$ cat src/inc/flash_seq_defs.vh
`ifndef FLASH_SEQ_DEFS_VH
`define FLASH_SEQ_DEFS_VH

// ----------------------------------------------------------------
// Register byte offsets
// ----------------------------------------------------------------
`define ADDR_CTRL       12'h000
`define ADDR_STATUS     12'h004
`define ADDR_T_PROGRAM_STROBE     12'h008
`define ADDR_T_ERASE    12'h00C
`define ADDR_T_MASS     12'h010
`define ADDR_T_NVS      12'h014
`define ADDR_T_NVH      12'h018
`define ADDR_T_NVH_BULK 12'h01C
`define ADDR_T_PGS      12'h020
`define ADDR_T_RCV      12'h024
`define ADDR_HV_USED    12'h028
`define ADDR_ADDR       12'h02C
`define ADDR_DATA       12'h030
`define ADDR_RDATA      12'h034

// ----------------------------------------------------------------
// Control field layout (write 1 to start)
// ----------------------------------------------------------------
`define CTRL_OP_LO      0
`define CTRL_OP_HI      2
`define CTRL_INFO_BIT   3
`define CTRL_MANUAL_BIT 4
`define CTRL_START_BIT  8
`define CTRL_HVCLR_BIT  9

// Operation codes
`define OP_READ         3'h1
`define OP_PROGRAM_STROBE         3'h2
`define OP_PAGE_ERASE   3'h3
`define OP_MASS_ERASE   3'h4

// ----------------------------------------------------------------
// Timing figures, in ns, and system clock
// ----------------------------------------------------------------
`define CLK_PERIOD_NS   40
`define T_PROGRAM_STROBE_NS       20000
`define T_ERASE_NS      20000000
`define T_MASS_NS       100000000
`define T_NVS_NS        5000
`define T_NVH_NS        5000
`define T_NVH_BULK_NS   100000
`define T_PGS_NS        10000
`define T_RCV_NS        1000
`define T_HV_NS         3000000

// Least times round up to whole cycles
`define CYC_UP(ns) (((ns) + `CLK_PERIOD_NS - 1) / `CLK_PERIOD_NS)

`endif

$ cat src/rtl/interval_timer.v
`timescale 1ns/1ps
`include "flash_seq_defs.vh"

// Down counter: loaded on i_load, raises o_done when it reaches zero
module interval_timer #(
    parameter W = 32
) (
    input  wire         i_clk,     // System clock
    input  wire         i_sys_rst, // Async reset, active high
    input  wire         i_load,    // Load a new interval
    input  wire [W-1:0] i_count,   // Interval length in cycles
    output wire         o_done     // Count expired (level)
);
    reg [W-1:0] cnt_reg;

    // ------------------------------------------------------------
    // Counter
    // ------------------------------------------------------------
    // A count of zero behaves as one cycle, so no phase is skipped
    always @(posedge i_clk or posedge i_sys_rst) begin
        if (i_sys_rst) begin
            cnt_reg <= {W{1'b0}};
        end else if (i_load) begin
            cnt_reg <= (i_count == {W{1'b0}}) ? {W{1'b0}}
                                              : i_count - 1'b1;
        end else if (cnt_reg != {W{1'b0}}) begin
            cnt_reg <= cnt_reg - 1'b1;
        end
    end

    assign o_done = (cnt_reg == {W{1'b0}}) && !i_load;
endmodule // interval_timer

$ cat src/rtl/flash_array_control_sequencer.v
`timescale 1ns/1ps
`include "flash_seq_defs.vh"

// Summary of operation
// - Standby drives every array strobe low, row enable included.
// - Column enable high only for read and word program.
// - Read: row, column, sense amp and output enables high; rest low.
// - Output enable high only in read mode.
// - Program: row, column, program and store strobes high.
// - Page erase: row, erase and store strobes high.
// - Mass erase: page erase encoding plus mass erase strobe.
// - Block select picks info block; mass erase then clears both.
// - Store strobe rises set-up time after erase strobe; for program it rises first.
// - Store stays high hold time after program or erase drops.
// - After mass erase, store stays high the bulk hold time.
// - Program strobe waits program set-up time after store rises.
// - Cumulative high voltage time per row limited to 3 ms; code keeps one budget for all rows, zeroed by any erase or an HVCLR write.
// - Smart mode: hold, set-up and hold each at least a cycle.
// - Manual intervals enforced only in manual programming mode.
// - Software-writable duration registers for each interval.
module flash_array_control_sequencer #(
    parameter TW = 32
) (
    input  wire        i_clk,              // System clock, 25 MHz
    input  wire        i_sys_rst,          // Async reset, active high
    input  wire        i_psel,             // APB select
    input  wire        i_penable,          // APB enable
    input  wire        i_pwrite,           // APB write
    input  wire [11:0] i_paddr,            // APB byte address
    input  wire [31:0] i_pwdata,           // APB write data
    output reg  [31:0] o_prdata,           // APB read data
    output reg         o_pready,           // APB ready
    output reg         o_pslverr,          // APB error
    input  wire [15:0] i_array_dout,       // Array data out
    output reg         o_row_enable,       // Row enable
    output reg         o_column_enable,    // Column enable
    output reg         o_sense_amp_enable, // Sense amplifier enable
    output reg         o_output_enable,    // Array output enable
    output reg         o_program_strobe,   // Program strobe
    output reg         o_erase_strobe,     // Erase strobe
    output reg         o_mass_erase_strobe,// Mass erase strobe
    output reg         o_store_strobe,     // Non-volatile store strobe
    output reg         o_info_block_select,// Information block select
    output reg  [15:0] o_array_addr,       // Array address
    output reg  [15:0] o_array_din         // Array write data
);
    // ------------------------------------------------------------
    // States
    // ------------------------------------------------------------
    localparam [3:0] S_IDLE  = 4'h0;
    localparam [3:0] S_RSET  = 4'h1; // Read: enables up
    localparam [3:0] S_RCAP  = 4'h2; // Read: capture data
    localparam [3:0] S_SETUP = 4'h3; // Row/column up, strobe set-up
    localparam [3:0] S_NVS   = 4'h4; // Erase up, wait before store
    localparam [3:0] S_PGS   = 4'h5; // Store up, wait before program
    localparam [3:0] S_HV    = 4'h6; // High voltage pulse
    localparam [3:0] S_NVH   = 4'h7; // Strobe down, store held
    localparam [3:0] S_RCV   = 4'h8; // Store down, recovery
    localparam [3:0] S_ADH   = 4'h9; // Address/data hold

    localparam [TW-1:0] C_PROGRAM_STROBE  = `CYC_UP(`T_PROGRAM_STROBE_NS);
    localparam [TW-1:0] C_ERASE = `CYC_UP(`T_ERASE_NS);
    localparam [TW-1:0] C_MASS  = `CYC_UP(`T_MASS_NS);
    localparam [TW-1:0] C_NVS   = `CYC_UP(`T_NVS_NS);
    localparam [TW-1:0] C_NVH   = `CYC_UP(`T_NVH_NS);
    localparam [TW-1:0] C_NVHB  = `CYC_UP(`T_NVH_BULK_NS);
    localparam [TW-1:0] C_PGS   = `CYC_UP(`T_PGS_NS);
    localparam [TW-1:0] C_RCV   = `CYC_UP(`T_RCV_NS);
    localparam [TW-1:0] C_HV    = `T_HV_NS / `CLK_PERIOD_NS;

    // ------------------------------------------------------------
    // Registers
    // ------------------------------------------------------------
    reg [3:0]    state_reg;
    reg [2:0]    op_reg;
    reg          info_reg;
    reg          manual_reg;
    reg          busy_reg;
    reg          hv_err_reg;
    reg          done_reg;
    reg [TW-1:0] t_program_strobe_reg;
    reg [TW-1:0] t_erase_reg;
    reg [TW-1:0] t_mass_reg;
    reg [TW-1:0] t_nvs_reg;
    reg [TW-1:0] t_nvh_reg;
    reg [TW-1:0] t_nvhb_reg;
    reg [TW-1:0] t_pgs_reg;
    reg [TW-1:0] t_rcv_reg;
    reg [TW-1:0] hv_used_reg;
    reg [15:0]   addr_reg;
    reg [15:0]   data_reg;
    reg [15:0]   rdata_reg;

    reg          tm_load;
    reg [TW-1:0] tm_count;
    wire         tm_done;

    wire wr_en  = i_psel && i_penable && i_pwrite && o_pready;
    wire acc_en = i_psel && i_penable && o_pready;
    wire start  = wr_en && (i_paddr == `ADDR_CTRL)
                  && i_pwdata[`CTRL_START_BIT] && !busy_reg;
    wire [2:0] new_op = i_pwdata[`CTRL_OP_HI:`CTRL_OP_LO];
    wire is_mass = (op_reg == `OP_MASS_ERASE);
    wire is_program_strobe = (op_reg == `OP_PROGRAM_STROBE);

    // A program pulse only starts while the row budget holds it
    wire hv_fits = ({1'b0, hv_used_reg} + {1'b0, t_program_strobe_reg}) <= {1'b0, C_HV};

    interval_timer #(
        .W (TW)
    ) u_timer (
        .i_clk     (i_clk),
        .i_sys_rst (i_sys_rst),
        .i_load    (tm_load),
        .i_count   (tm_count),
        .o_done    (tm_done)
    );

    // ------------------------------------------------------------
    // APB slave: no wait states; read data is registered in the setup phase
    // ------------------------------------------------------------
    always @(posedge i_clk or posedge i_sys_rst) begin
        if (i_sys_rst) begin
            o_pready  <= 1'b0;
            o_pslverr <= 1'b0;
            o_prdata  <= 32'h00000000;
        end else begin
            o_pready  <= i_psel && !i_penable;
            o_pslverr <= 1'b0;
            if (i_psel && !i_penable) begin
                o_pslverr <= (i_paddr > `ADDR_RDATA) || (i_paddr[1:0] != 2'h0);
                case (i_paddr)
                    `ADDR_CTRL:       o_prdata <= {27'h0000000, manual_reg,
                                                   info_reg, op_reg};
                    `ADDR_STATUS:     o_prdata <= {24'h000000, state_reg,
                                                   1'b0, hv_err_reg,
                                                   done_reg, busy_reg};
                    `ADDR_T_PROGRAM_STROBE:     o_prdata <= t_program_strobe_reg;
                    `ADDR_T_ERASE:    o_prdata <= t_erase_reg;
                    `ADDR_T_MASS:     o_prdata <= t_mass_reg;
                    `ADDR_T_NVS:      o_prdata <= t_nvs_reg;
                    `ADDR_T_NVH:      o_prdata <= t_nvh_reg;
                    `ADDR_T_NVH_BULK: o_prdata <= t_nvhb_reg;
                    `ADDR_T_PGS:      o_prdata <= t_pgs_reg;
                    `ADDR_T_RCV:      o_prdata <= t_rcv_reg;
                    `ADDR_HV_USED:    o_prdata <= hv_used_reg;
                    `ADDR_ADDR:       o_prdata <= {16'h0000, addr_reg};
                    `ADDR_DATA:       o_prdata <= {16'h0000, data_reg};
                    `ADDR_RDATA:      o_prdata <= {16'h0000, rdata_reg};
                    default:          o_prdata <= 32'h00000000;
                endcase
            end
        end
    end

    // ------------------------------------------------------------
    // Software registers; writes to timing are refused while busy
    // ------------------------------------------------------------
    always @(posedge i_clk or posedge i_sys_rst) begin
        if (i_sys_rst) begin
            op_reg      <= 3'h0;
            info_reg    <= 1'b0;
            manual_reg  <= 1'b1;
            t_program_strobe_reg  <= C_PROGRAM_STROBE;
            t_erase_reg <= C_ERASE;
            t_mass_reg  <= C_MASS;
            t_nvs_reg   <= C_NVS;
            t_nvh_reg   <= C_NVH;
            t_nvhb_reg  <= C_NVHB;
            t_pgs_reg   <= C_PGS;
            t_rcv_reg   <= C_RCV;
            addr_reg    <= 16'h0000;
            data_reg    <= 16'h0000;
        end else if (wr_en && !busy_reg) begin
            case (i_paddr)
                `ADDR_CTRL: begin
                    op_reg     <= new_op;
                    info_reg   <= i_pwdata[`CTRL_INFO_BIT];
                    manual_reg <= i_pwdata[`CTRL_MANUAL_BIT];
                end
                // Program and erase durations never fall below the least figures
                `ADDR_T_PROGRAM_STROBE:  t_program_strobe_reg  <= (i_pwdata < C_PROGRAM_STROBE)
                                              ? C_PROGRAM_STROBE : i_pwdata;
                `ADDR_T_ERASE: t_erase_reg <= (i_pwdata < C_ERASE)
                                              ? C_ERASE : i_pwdata;
                `ADDR_T_MASS:  t_mass_reg  <= (i_pwdata < C_MASS)
                                              ? C_MASS : i_pwdata;
                `ADDR_T_NVS:      t_nvs_reg  <= i_pwdata;
                `ADDR_T_NVH:      t_nvh_reg  <= i_pwdata;
                `ADDR_T_NVH_BULK: t_nvhb_reg <= i_pwdata;
                `ADDR_T_PGS:      t_pgs_reg  <= i_pwdata;
                `ADDR_T_RCV:      t_rcv_reg  <= i_pwdata;
                `ADDR_ADDR:       addr_reg   <= i_pwdata[15:0];
                `ADDR_DATA:       data_reg   <= i_pwdata[15:0];
                default: ;
            endcase
        end
    end

    // ------------------------------------------------------------
    // Sequencer
    // ------------------------------------------------------------
    // Outputs are registered; standby sets the full strobe pattern, other states only the strobes they move
    always @(posedge i_clk or posedge i_sys_rst) begin
        if (i_sys_rst) begin
            state_reg           <= S_IDLE;
            busy_reg            <= 1'b0;
            done_reg            <= 1'b0;
            hv_err_reg          <= 1'b0;
            hv_used_reg         <= {TW{1'b0}};
            rdata_reg           <= 16'h0000;
            tm_load             <= 1'b0;
            tm_count            <= {TW{1'b0}};
            o_row_enable        <= 1'b0;
            o_column_enable     <= 1'b0;
            o_sense_amp_enable  <= 1'b0;
            o_output_enable     <= 1'b0;
            o_program_strobe    <= 1'b0;
            o_erase_strobe      <= 1'b0;
            o_mass_erase_strobe <= 1'b0;
            o_store_strobe      <= 1'b0;
            o_info_block_select <= 1'b0;
            o_array_addr        <= 16'h0000;
            o_array_din         <= 16'h0000;
        end else begin
            tm_load <= 1'b0;
            // Status write with busy bit clears done and error flags
            if (wr_en && i_paddr == `ADDR_STATUS && i_pwdata[0]) begin
                done_reg   <= 1'b0;
                hv_err_reg <= 1'b0;
            end
            if (wr_en && i_paddr == `ADDR_CTRL && i_pwdata[`CTRL_HVCLR_BIT])
                hv_used_reg <= {TW{1'b0}};
            case (state_reg)
                S_IDLE: begin
                    // Standby: every strobe low
                    o_row_enable        <= 1'b0;
                    o_column_enable     <= 1'b0;
                    o_sense_amp_enable  <= 1'b0;
                    o_output_enable     <= 1'b0;
                    o_program_strobe    <= 1'b0;
                    o_erase_strobe      <= 1'b0;
                    o_mass_erase_strobe <= 1'b0;
                    o_store_strobe      <= 1'b0;
                    busy_reg            <= 1'b0;
                    if (start) begin
                        busy_reg            <= 1'b1;
                        o_info_block_select <= i_pwdata[`CTRL_INFO_BIT];
                        o_array_addr        <= addr_reg;
                        o_array_din         <= data_reg;
                        if (new_op == `OP_READ) begin
                            state_reg <= S_RSET;
                        end else if (new_op == `OP_PROGRAM_STROBE
                                  || new_op == `OP_PAGE_ERASE
                                  || new_op == `OP_MASS_ERASE) begin
                            state_reg <= S_SETUP; // Address set-up
                        end else begin
                            busy_reg <= 1'b0;
                        end
                    end
                end
                S_RSET: begin
                    // Read pattern
                    o_row_enable       <= 1'b1;
                    o_column_enable    <= 1'b1;
                    o_sense_amp_enable <= 1'b1;
                    o_output_enable    <= 1'b1;
                    state_reg          <= S_RCAP;
                end
                S_RCAP: begin
                    rdata_reg <= i_array_dout;
                    done_reg  <= 1'b1;
                    state_reg <= S_IDLE;
                end
                S_SETUP: begin
                    // Program whose pulse would overrun the row budget is refused
                    if (is_program_strobe && !hv_fits) begin
                        hv_err_reg <= 1'b1;
                        state_reg  <= S_IDLE;
                    end else begin
                        o_row_enable    <= 1'b1;
                        o_column_enable <= is_program_strobe;
                        tm_load         <= 1'b1;
                        if (is_program_strobe) begin
                            // Store first, program later
                            o_store_strobe <= 1'b1;
                            tm_count  <= manual_reg ? t_pgs_reg : 1;
                            state_reg <= S_PGS;
                        end else begin
                            o_erase_strobe      <= 1'b1;
                            o_mass_erase_strobe <= is_mass;
                            tm_count  <= manual_reg ? t_nvs_reg : 1;
                            state_reg <= S_NVS;
                        end
                    end
                end
                S_NVS: begin
                    // Store rises after the set-up count
                    if (tm_done && !tm_load) begin
                        o_store_strobe <= 1'b1;
                        tm_load        <= 1'b1;
                        tm_count       <= is_mass ? t_mass_reg : t_erase_reg;
                        state_reg      <= S_HV;
                    end
                end
                S_PGS: begin
                    if (tm_done && !tm_load) begin
                        o_program_strobe <= 1'b1;
                        tm_load          <= 1'b1;
                        tm_count         <= t_program_strobe_reg;
                        hv_used_reg      <= hv_used_reg + t_program_strobe_reg;
                        state_reg        <= S_HV;
                    end
                end
                S_HV: begin
                    if (tm_done && !tm_load) begin
                        o_program_strobe    <= 1'b0;
                        o_erase_strobe      <= 1'b0;
                        o_mass_erase_strobe <= 1'b0;
                        tm_load             <= 1'b1;
                        // Hold store after the strobe drops
                        if (!manual_reg)
                            tm_count <= 1;
                        else
                            tm_count <= is_mass ? t_nvhb_reg : t_nvh_reg;
                        // An erase restores the row budget
                        if (!is_program_strobe)
                            hv_used_reg <= {TW{1'b0}};
                        state_reg <= S_NVH;
                    end
                end
                S_NVH: begin
                    if (tm_done && !tm_load) begin
                        o_store_strobe <= 1'b0;
                        tm_load        <= 1'b1;
                        tm_count       <= manual_reg ? t_rcv_reg : 1;
                        state_reg      <= S_RCV;
                    end
                end
                S_RCV: begin
                    if (tm_done && !tm_load) begin
                        o_row_enable    <= 1'b0;
                        o_column_enable <= 1'b0;
                        state_reg       <= S_ADH;
                    end
                end
                S_ADH: begin
                    // Address and data held one more cycle
                    done_reg  <= 1'b1;
                    state_reg <= S_IDLE;
                end
                default: state_reg <= S_IDLE;
            endcase
        end
    end
endmodule // flash_array_control_sequencer

$ cat config.mk
export PLATFORM = sky130hd
export DESIGN_NAME = flash_array_control_sequencer
export DESIGN_NICKNAME = d
export VERILOG_FILES = /design/src/rtl/interval_timer.v /design/src/rtl/flash_array_control_sequencer.v
export VERILOG_INCLUDE_DIRS = /design/src /design/src/inc
export SDC_FILE = /design/constraint.sdc
export NUM_CORES = 1
export LEC_CHECK = 0
export BUFFER_PORTS_ARGS = -buffer_cell sky130_fd_sc_hd__buf_2
export CAP_MARGIN = 30
export CORE_UTILIZATION = 61
export CTS_CLUSTER_DIAMETER = 100
export DETAILED_ROUTE_END_ITERATION = 6
export PLACE_DENSITY = 0.79
export SETUP_SLACK_MARGIN = 0.3
export SKIP_CTS_REPAIR_TIMING = 1
export SKIP_LAST_GASP = 1
export SLEW_MARGIN = 20
export SYNTH_ARGS = -nofsm -noshare
export SYNTH_HDL_FRONTEND = slang
export SYNTH_SLANG_ARGS = --single-unit
export TNS_END_PERCENT = 30
$ cat constraint.sdc
create_clock -name i_clk -period 52.8 [get_ports i_clk]
set_input_delay 10.56 -clock i_clk [delete_from_list [all_inputs] [get_ports i_clk]]
set_output_delay 10.56 -clock i_clk [all_outputs]
set_load 0.1 [all_outputs]
Word-level counts from Yosys, hierarchy flattened
Cells that the tools add are included.
{ "classes": {"add_sub_neg": 4, "magnitude_cmp": 5, "n_eq_ne": 39, "mux": 64, "n_reduce_logical": 56} }
{ "ops": {"columns": ["cell", "count"], "rows": [
  ["32-bit two-way mux", 22],
  ["32-bit case mux with 14 select lines", 1],
  ["32-bit case mux with 5 select lines", 1],
  ["12-bit by 6-bit equality test with 1-bit output, second input constant", 6],
  ["32-bit zero test", 2],
  ["32-bit case mux with 2 select lines", 1],
  ["32-bit by 1-bit subtractor with 32-bit output, second input constant", 2],
  ["12-bit by 5-bit equality test with 1-bit output, second input constant", 4],
  ["32-bit by 32-bit adder with 33-bit output", 1],
  ["33-bit by 17-bit less-or-equal comparator with 1-bit output, second input constant", 1],
  ["32-bit adder", 1],
  ["32-bit by 19-bit less-than comparator with 1-bit output, second input constant", 1],
  ["32-bit by 22-bit less-than comparator with 1-bit output, second input constant", 1],
  ["32-bit by 9-bit less-than comparator with 1-bit output, second input constant", 1],
  ["32-bit nonzero test", 1],
  ["4-bit two-way mux", 7],
  ["4-bit case mux with 7 select lines", 1],
  ["12-bit by 4-bit equality test with 1-bit output, second input constant", 2],
  ["2-bit AND reduction", 12],
  ["1-bit two-way mux", 22],
  ["2-bit != test, second input constant", 9],
  ["4-bit by 3-bit equality test with 1-bit output, second input constant", 4],
  ["1-bit logical AND", 14],
  ["12-bit by 3-bit equality test with 1-bit output, second input constant", 1],
  ["other kinds (27)", 50]
]} }
{ "word_totals": {"reg_bits": 487, "input_bits": 65, "output_inout_bits": 75, "wordCells": 203} }

Logic depth before layout (Yosys ltp)
{ "depth": {"depth_word": 9, "depth_mapped": 14, "depth_no_buf": 12} }

Hierarchy
A second synthesis with hierarchy kept.
{ "unflattened": {"cells_unflattened": 2657, "area_unflattened_um2": 27004.6} }
{ "modules_own_cells": {"columns": ["mod", "instances", "cells_per_inst", "area_each_um2", "seq_area_each_um2"], "rows": [
  ["flash_array_control_sequencer", 1, 2306, 24096.9, 11446.0],
  ["interval_timer", 1, 351, 2907.8, 800.8]
]} }

Worst setup path after synthesis
OpenSTA, ideal clock, no wires.
{ "synth_timing": {"path_type": "in2reg", "from": "input i_paddr[11]", "to": "register o_array_addr[0]", "setup_ps": 125, "arrival_time_ps": 12609, "required_time_ps": 52675, "slack_ps": 40065, "cell_stages": 9, "n_path_buf": 3, "cell_sequence": "nor2_1 nand3_1 or3_1 clkbuf_1 nor2_1 and4_1 clkbuf_1 clkbuf_1 mux2_2"} }
{ "synth_between": {"elab_chain_len": 5} }
{ "synth_rtl": {"columns": ["element", "line_no", "source"], "rows": [
  ["start, declared", "flash_array_control_sequencer.v:29", "input wire [11:0] i_paddr,"],
  ["12-bit zero test", null, null],
  ["1-bit logical AND (3 in a row)", "flash_array_control_sequencer.v:100", "wire start = wr_en && (i_paddr == `ADDR_CTRL)"],
  ["2-bit AND reduction (no line)", null, null],
  ["end signal, assigned", "flash_array_control_sequencer.v:249", "o_array_addr <= addr_reg;"],
  ["end, declared", "flash_array_control_sequencer.v:44", "output reg [15:0] o_array_addr,"]
]} }
Every way passes these cells.
A chain may end at the register's enable or synchronous reset.

Worst setup path in the final report
{ "layout_timing": {"from": "input i_paddr[2]", "to": "register t_rcv_reg[31]"} }
{ "layout_between": {"elab_chain_len": 2} }
{ "layout_rtl": {"columns": ["element", "line_no", "source"], "rows": [
  ["12-bit by 6-bit equality test with 1-bit output", "flash_array_control_sequencer.v:175", "case (i_paddr)"],
  ["2-bit AND reduction (no line)", null, null],
  ["end signal, assigned", "flash_array_control_sequencer.v:192", "`ADDR_T_RCV: t_rcv_reg <= i_pwdata;"],
  ["end, declared", "flash_array_control_sequencer.v:88", "reg [TW-1:0] t_rcv_reg;"]
]} }
Every way passes these cells.

==> metrics <==
Post-Synth XOR/XNOR Area=0.0249; Slew Limit Fails=0; clock root buffer master=clkbuf_16; grt ovf=0; adder-cell area share of the yosys netlist=0.0167; first-pass GRT wire length=138000 um; Flop pwr share=0.458; Register Area=12300 um^2; Vias=23522; Most common cell on crit path=buf_4; leading area contributor after synthesis=dfrtp_1; Vias/cell=7.13; crit start category=primary input; Mean Syn Cell Area=10.2 um^2; TritonCTS Sinks=487; Synth Warn #=0; Routed WL=91200 um; Fillers=3293; fin crit share=0.248; status=finished with violations; Max Clock Skew=0.0390 ns; DIE AREA=44600 um^2; average detailed-routed wire length per instance=27.6 um; P_sw=249 uW; commonest register cell after synthesis=dfrtp_1; largest family of logic cells by synthesized area=compound AO/OA/AOI/OAI gates; nets=2773; setup TNS=0 ns; multi-input logic area=13600 um^2; Routed Antenna Nets=0; Achievable Freq=76.4 MHz; largest net degree at the start of global routing=105; Int Power=645 uW; Slew @ Worst Pin=1.14 ns; Crit path arrival time=13.57 ns; diode count=0; Total GRT Usage=0.408; synthesized flop and latch total=487; initial core utilization=0.619; Synth Area in Simple Gates=0.118; number of distinct library cells after synthesis=86; post-synthesis mux area share=0.162; syn_nets=2721; Worst slew margin=0.238; unrepaired setup endpoints after global routing=no; Tmin final=13.09 ns; top-count cell post-synth=dfrtp_1; FFs w/ async S/R, synth=1.00; Hold Path Class=register to register; combinational power share=0.112; failing checks=DRC; pwr dens=30.0 nW/um^2; WP data required=53.29 ns; Final Hold Viols=0; Clock Power Share=0.430; EDFF count, synth=0; Seq/Total Area, Yosys=0.459; total CTS buffers=51; initial antenna violation count=1; DP HPWL=59000 um; CP Capture Type=register; Ports=140; CP Cell Sequence=buf_2 -> buf_4 -> inv_1 -> or3_1 -> nor2_2 -> buf_4 -> nand2_1 -> buf_4 -> mux2_2; post-synthesis compound-gate area fraction=0.183; Worst Path Max Fanout=33; power consumption=894 uW; CTS tree=done; # DRC=12; FP Rows=76; Mapped Cells=2621; leading cell types by count after synthesis=439 x dfrtp_1, 278 x mux2_2, 235 x nand2_1; CORE AREA=43200 um^2; Post-Syn Area=26700 um^2; Final setup viols=0; Die Ht=211 um; Initial DRC Count=3389; PortBufs=139; Sw Share=0.278; area grow syn2layout=11.6%; Die Width=211 um; clk buf depth=3; Area contributors post-synth=dfrtp_1 41%, mux2_2 12%, dfstp_2 4.7%, mux2i_1 4.5%, nand2_1 3.3%; drt pass-1 iters=7; CP max-delay cell=nand2_1; Critical Path Max Stage Delay=0.59 ns; vias in the first global route=22772; clock latency on the worst-skew pair=0.63 ns; placer congestion estimate=0.991; Min Hold Slack=0.486 ns; critical path type=primary input to register; Leak Pwr=0.0135 uW; number of max-cap violations=0; fin cells=3301; layout cells sized above 1=0.249; Worst-path clk slew=0.06 ns; H-Tree Depth=2; area share of the largest cell type after synthesis=0.411; peak supply drop=0.0300 mV; post-placement cell count=3195
## worst max-delay path: cells and delay by family
| kind | cells | cell delay [ns] |
|---|---|---|
| muxes | 1 | 0.32 |
| buffers and inverters | 5 | 1.50 |
| and+or+nand+nor | 3 | 1.16 |
## per-stage QoR
stage	util	instance area, um^2	setup WS (ns)
after global placement	0.644	27800	39.00
after CTS	0.687	29700	39.75
final	0.691	29800	39.71
after detailed placement	0.646	27900	39.06
after global routing	0.691	29800	39.68
after floorplan	-	26700	28.73
## layout by cell type (no fill, tap or decap), types with 62 or more instances in the layout
master	Yosys	layout
buf_2	17	140
dfrtp_1	439	438
nand3_1	62	62
mux2i_1	119	119
a21oi_1	118	118
nor2_1	200	190
o21ai_0	158	158
nand2_1	235	233
a22o_1	66	66
a22oi_1	63	63
mux2_2	278	278
## layout make-up
class | instances | share of cell area
clock buffers | 75 | 0.0509
clock inverters | 21 | 0.00936
inverters | 42 | 0.00554
multi-input cells | 1888 | 0.455
flip-flops and latches | 487 | 0.411
well taps | 585 | 0.0245
repair buffers | 203 | 0.0435
## worst paths after layout
kind	start	to	slack, ns	depth (start not counted)
worst max register to register	t_program_strobe_reg[0]	tm_count[10]	48.32	11
worst min register to register	t_mass_reg[21]	t_mass_reg[21]	0.49	2
worst min-delay path	t_mass_reg[21]	t_mass_reg[21]	0.49	2
max in group asynchronous	i_sys_rst	t_nvs_reg[2]	40.77	6
worst max-delay path	i_paddr[2]	t_rcv_reg[31]	39.71	9
min in group asynchronous	i_sys_rst	u_timer.cnt_reg[28]	10.10	2
## cells by family (layout without fill, tap and decap cells)
kind of cell,Yosys count,in the layout
compound gates,705,705
buf+inv,246,341
fa+ha+maj,35,35
flops,487,487
simple gates,674,674
xor+xnor,76,76
mux,398,398
## layer usage
layer | up-vias | GRT usage | routed length [um]
met1 | 11452 | 0.533 | 34000
met5 | - | 0 | 0
met4 | 0 | 0.246 | 6150
met3 | 459 | 0.111 | 11100
met2 | 1700 | 0.608 | 40000
li1 | 9911 | - | -
## power groups by stage
stage | Combinational (uW) | Sequential (uW) | Clock, uW
4_1_cts | 98.6 | 409 | 385
3_5_place_dp | 97.1 | 415 | 0
2_1_floorplan | 53.5 | 429 | 0
3_3_place_gp | 93.6 | 414 | 0
5_1_grt | 108 | 411 | 400
6_report | 100 | 409 | 385
(Power assumes the default switching activity.)
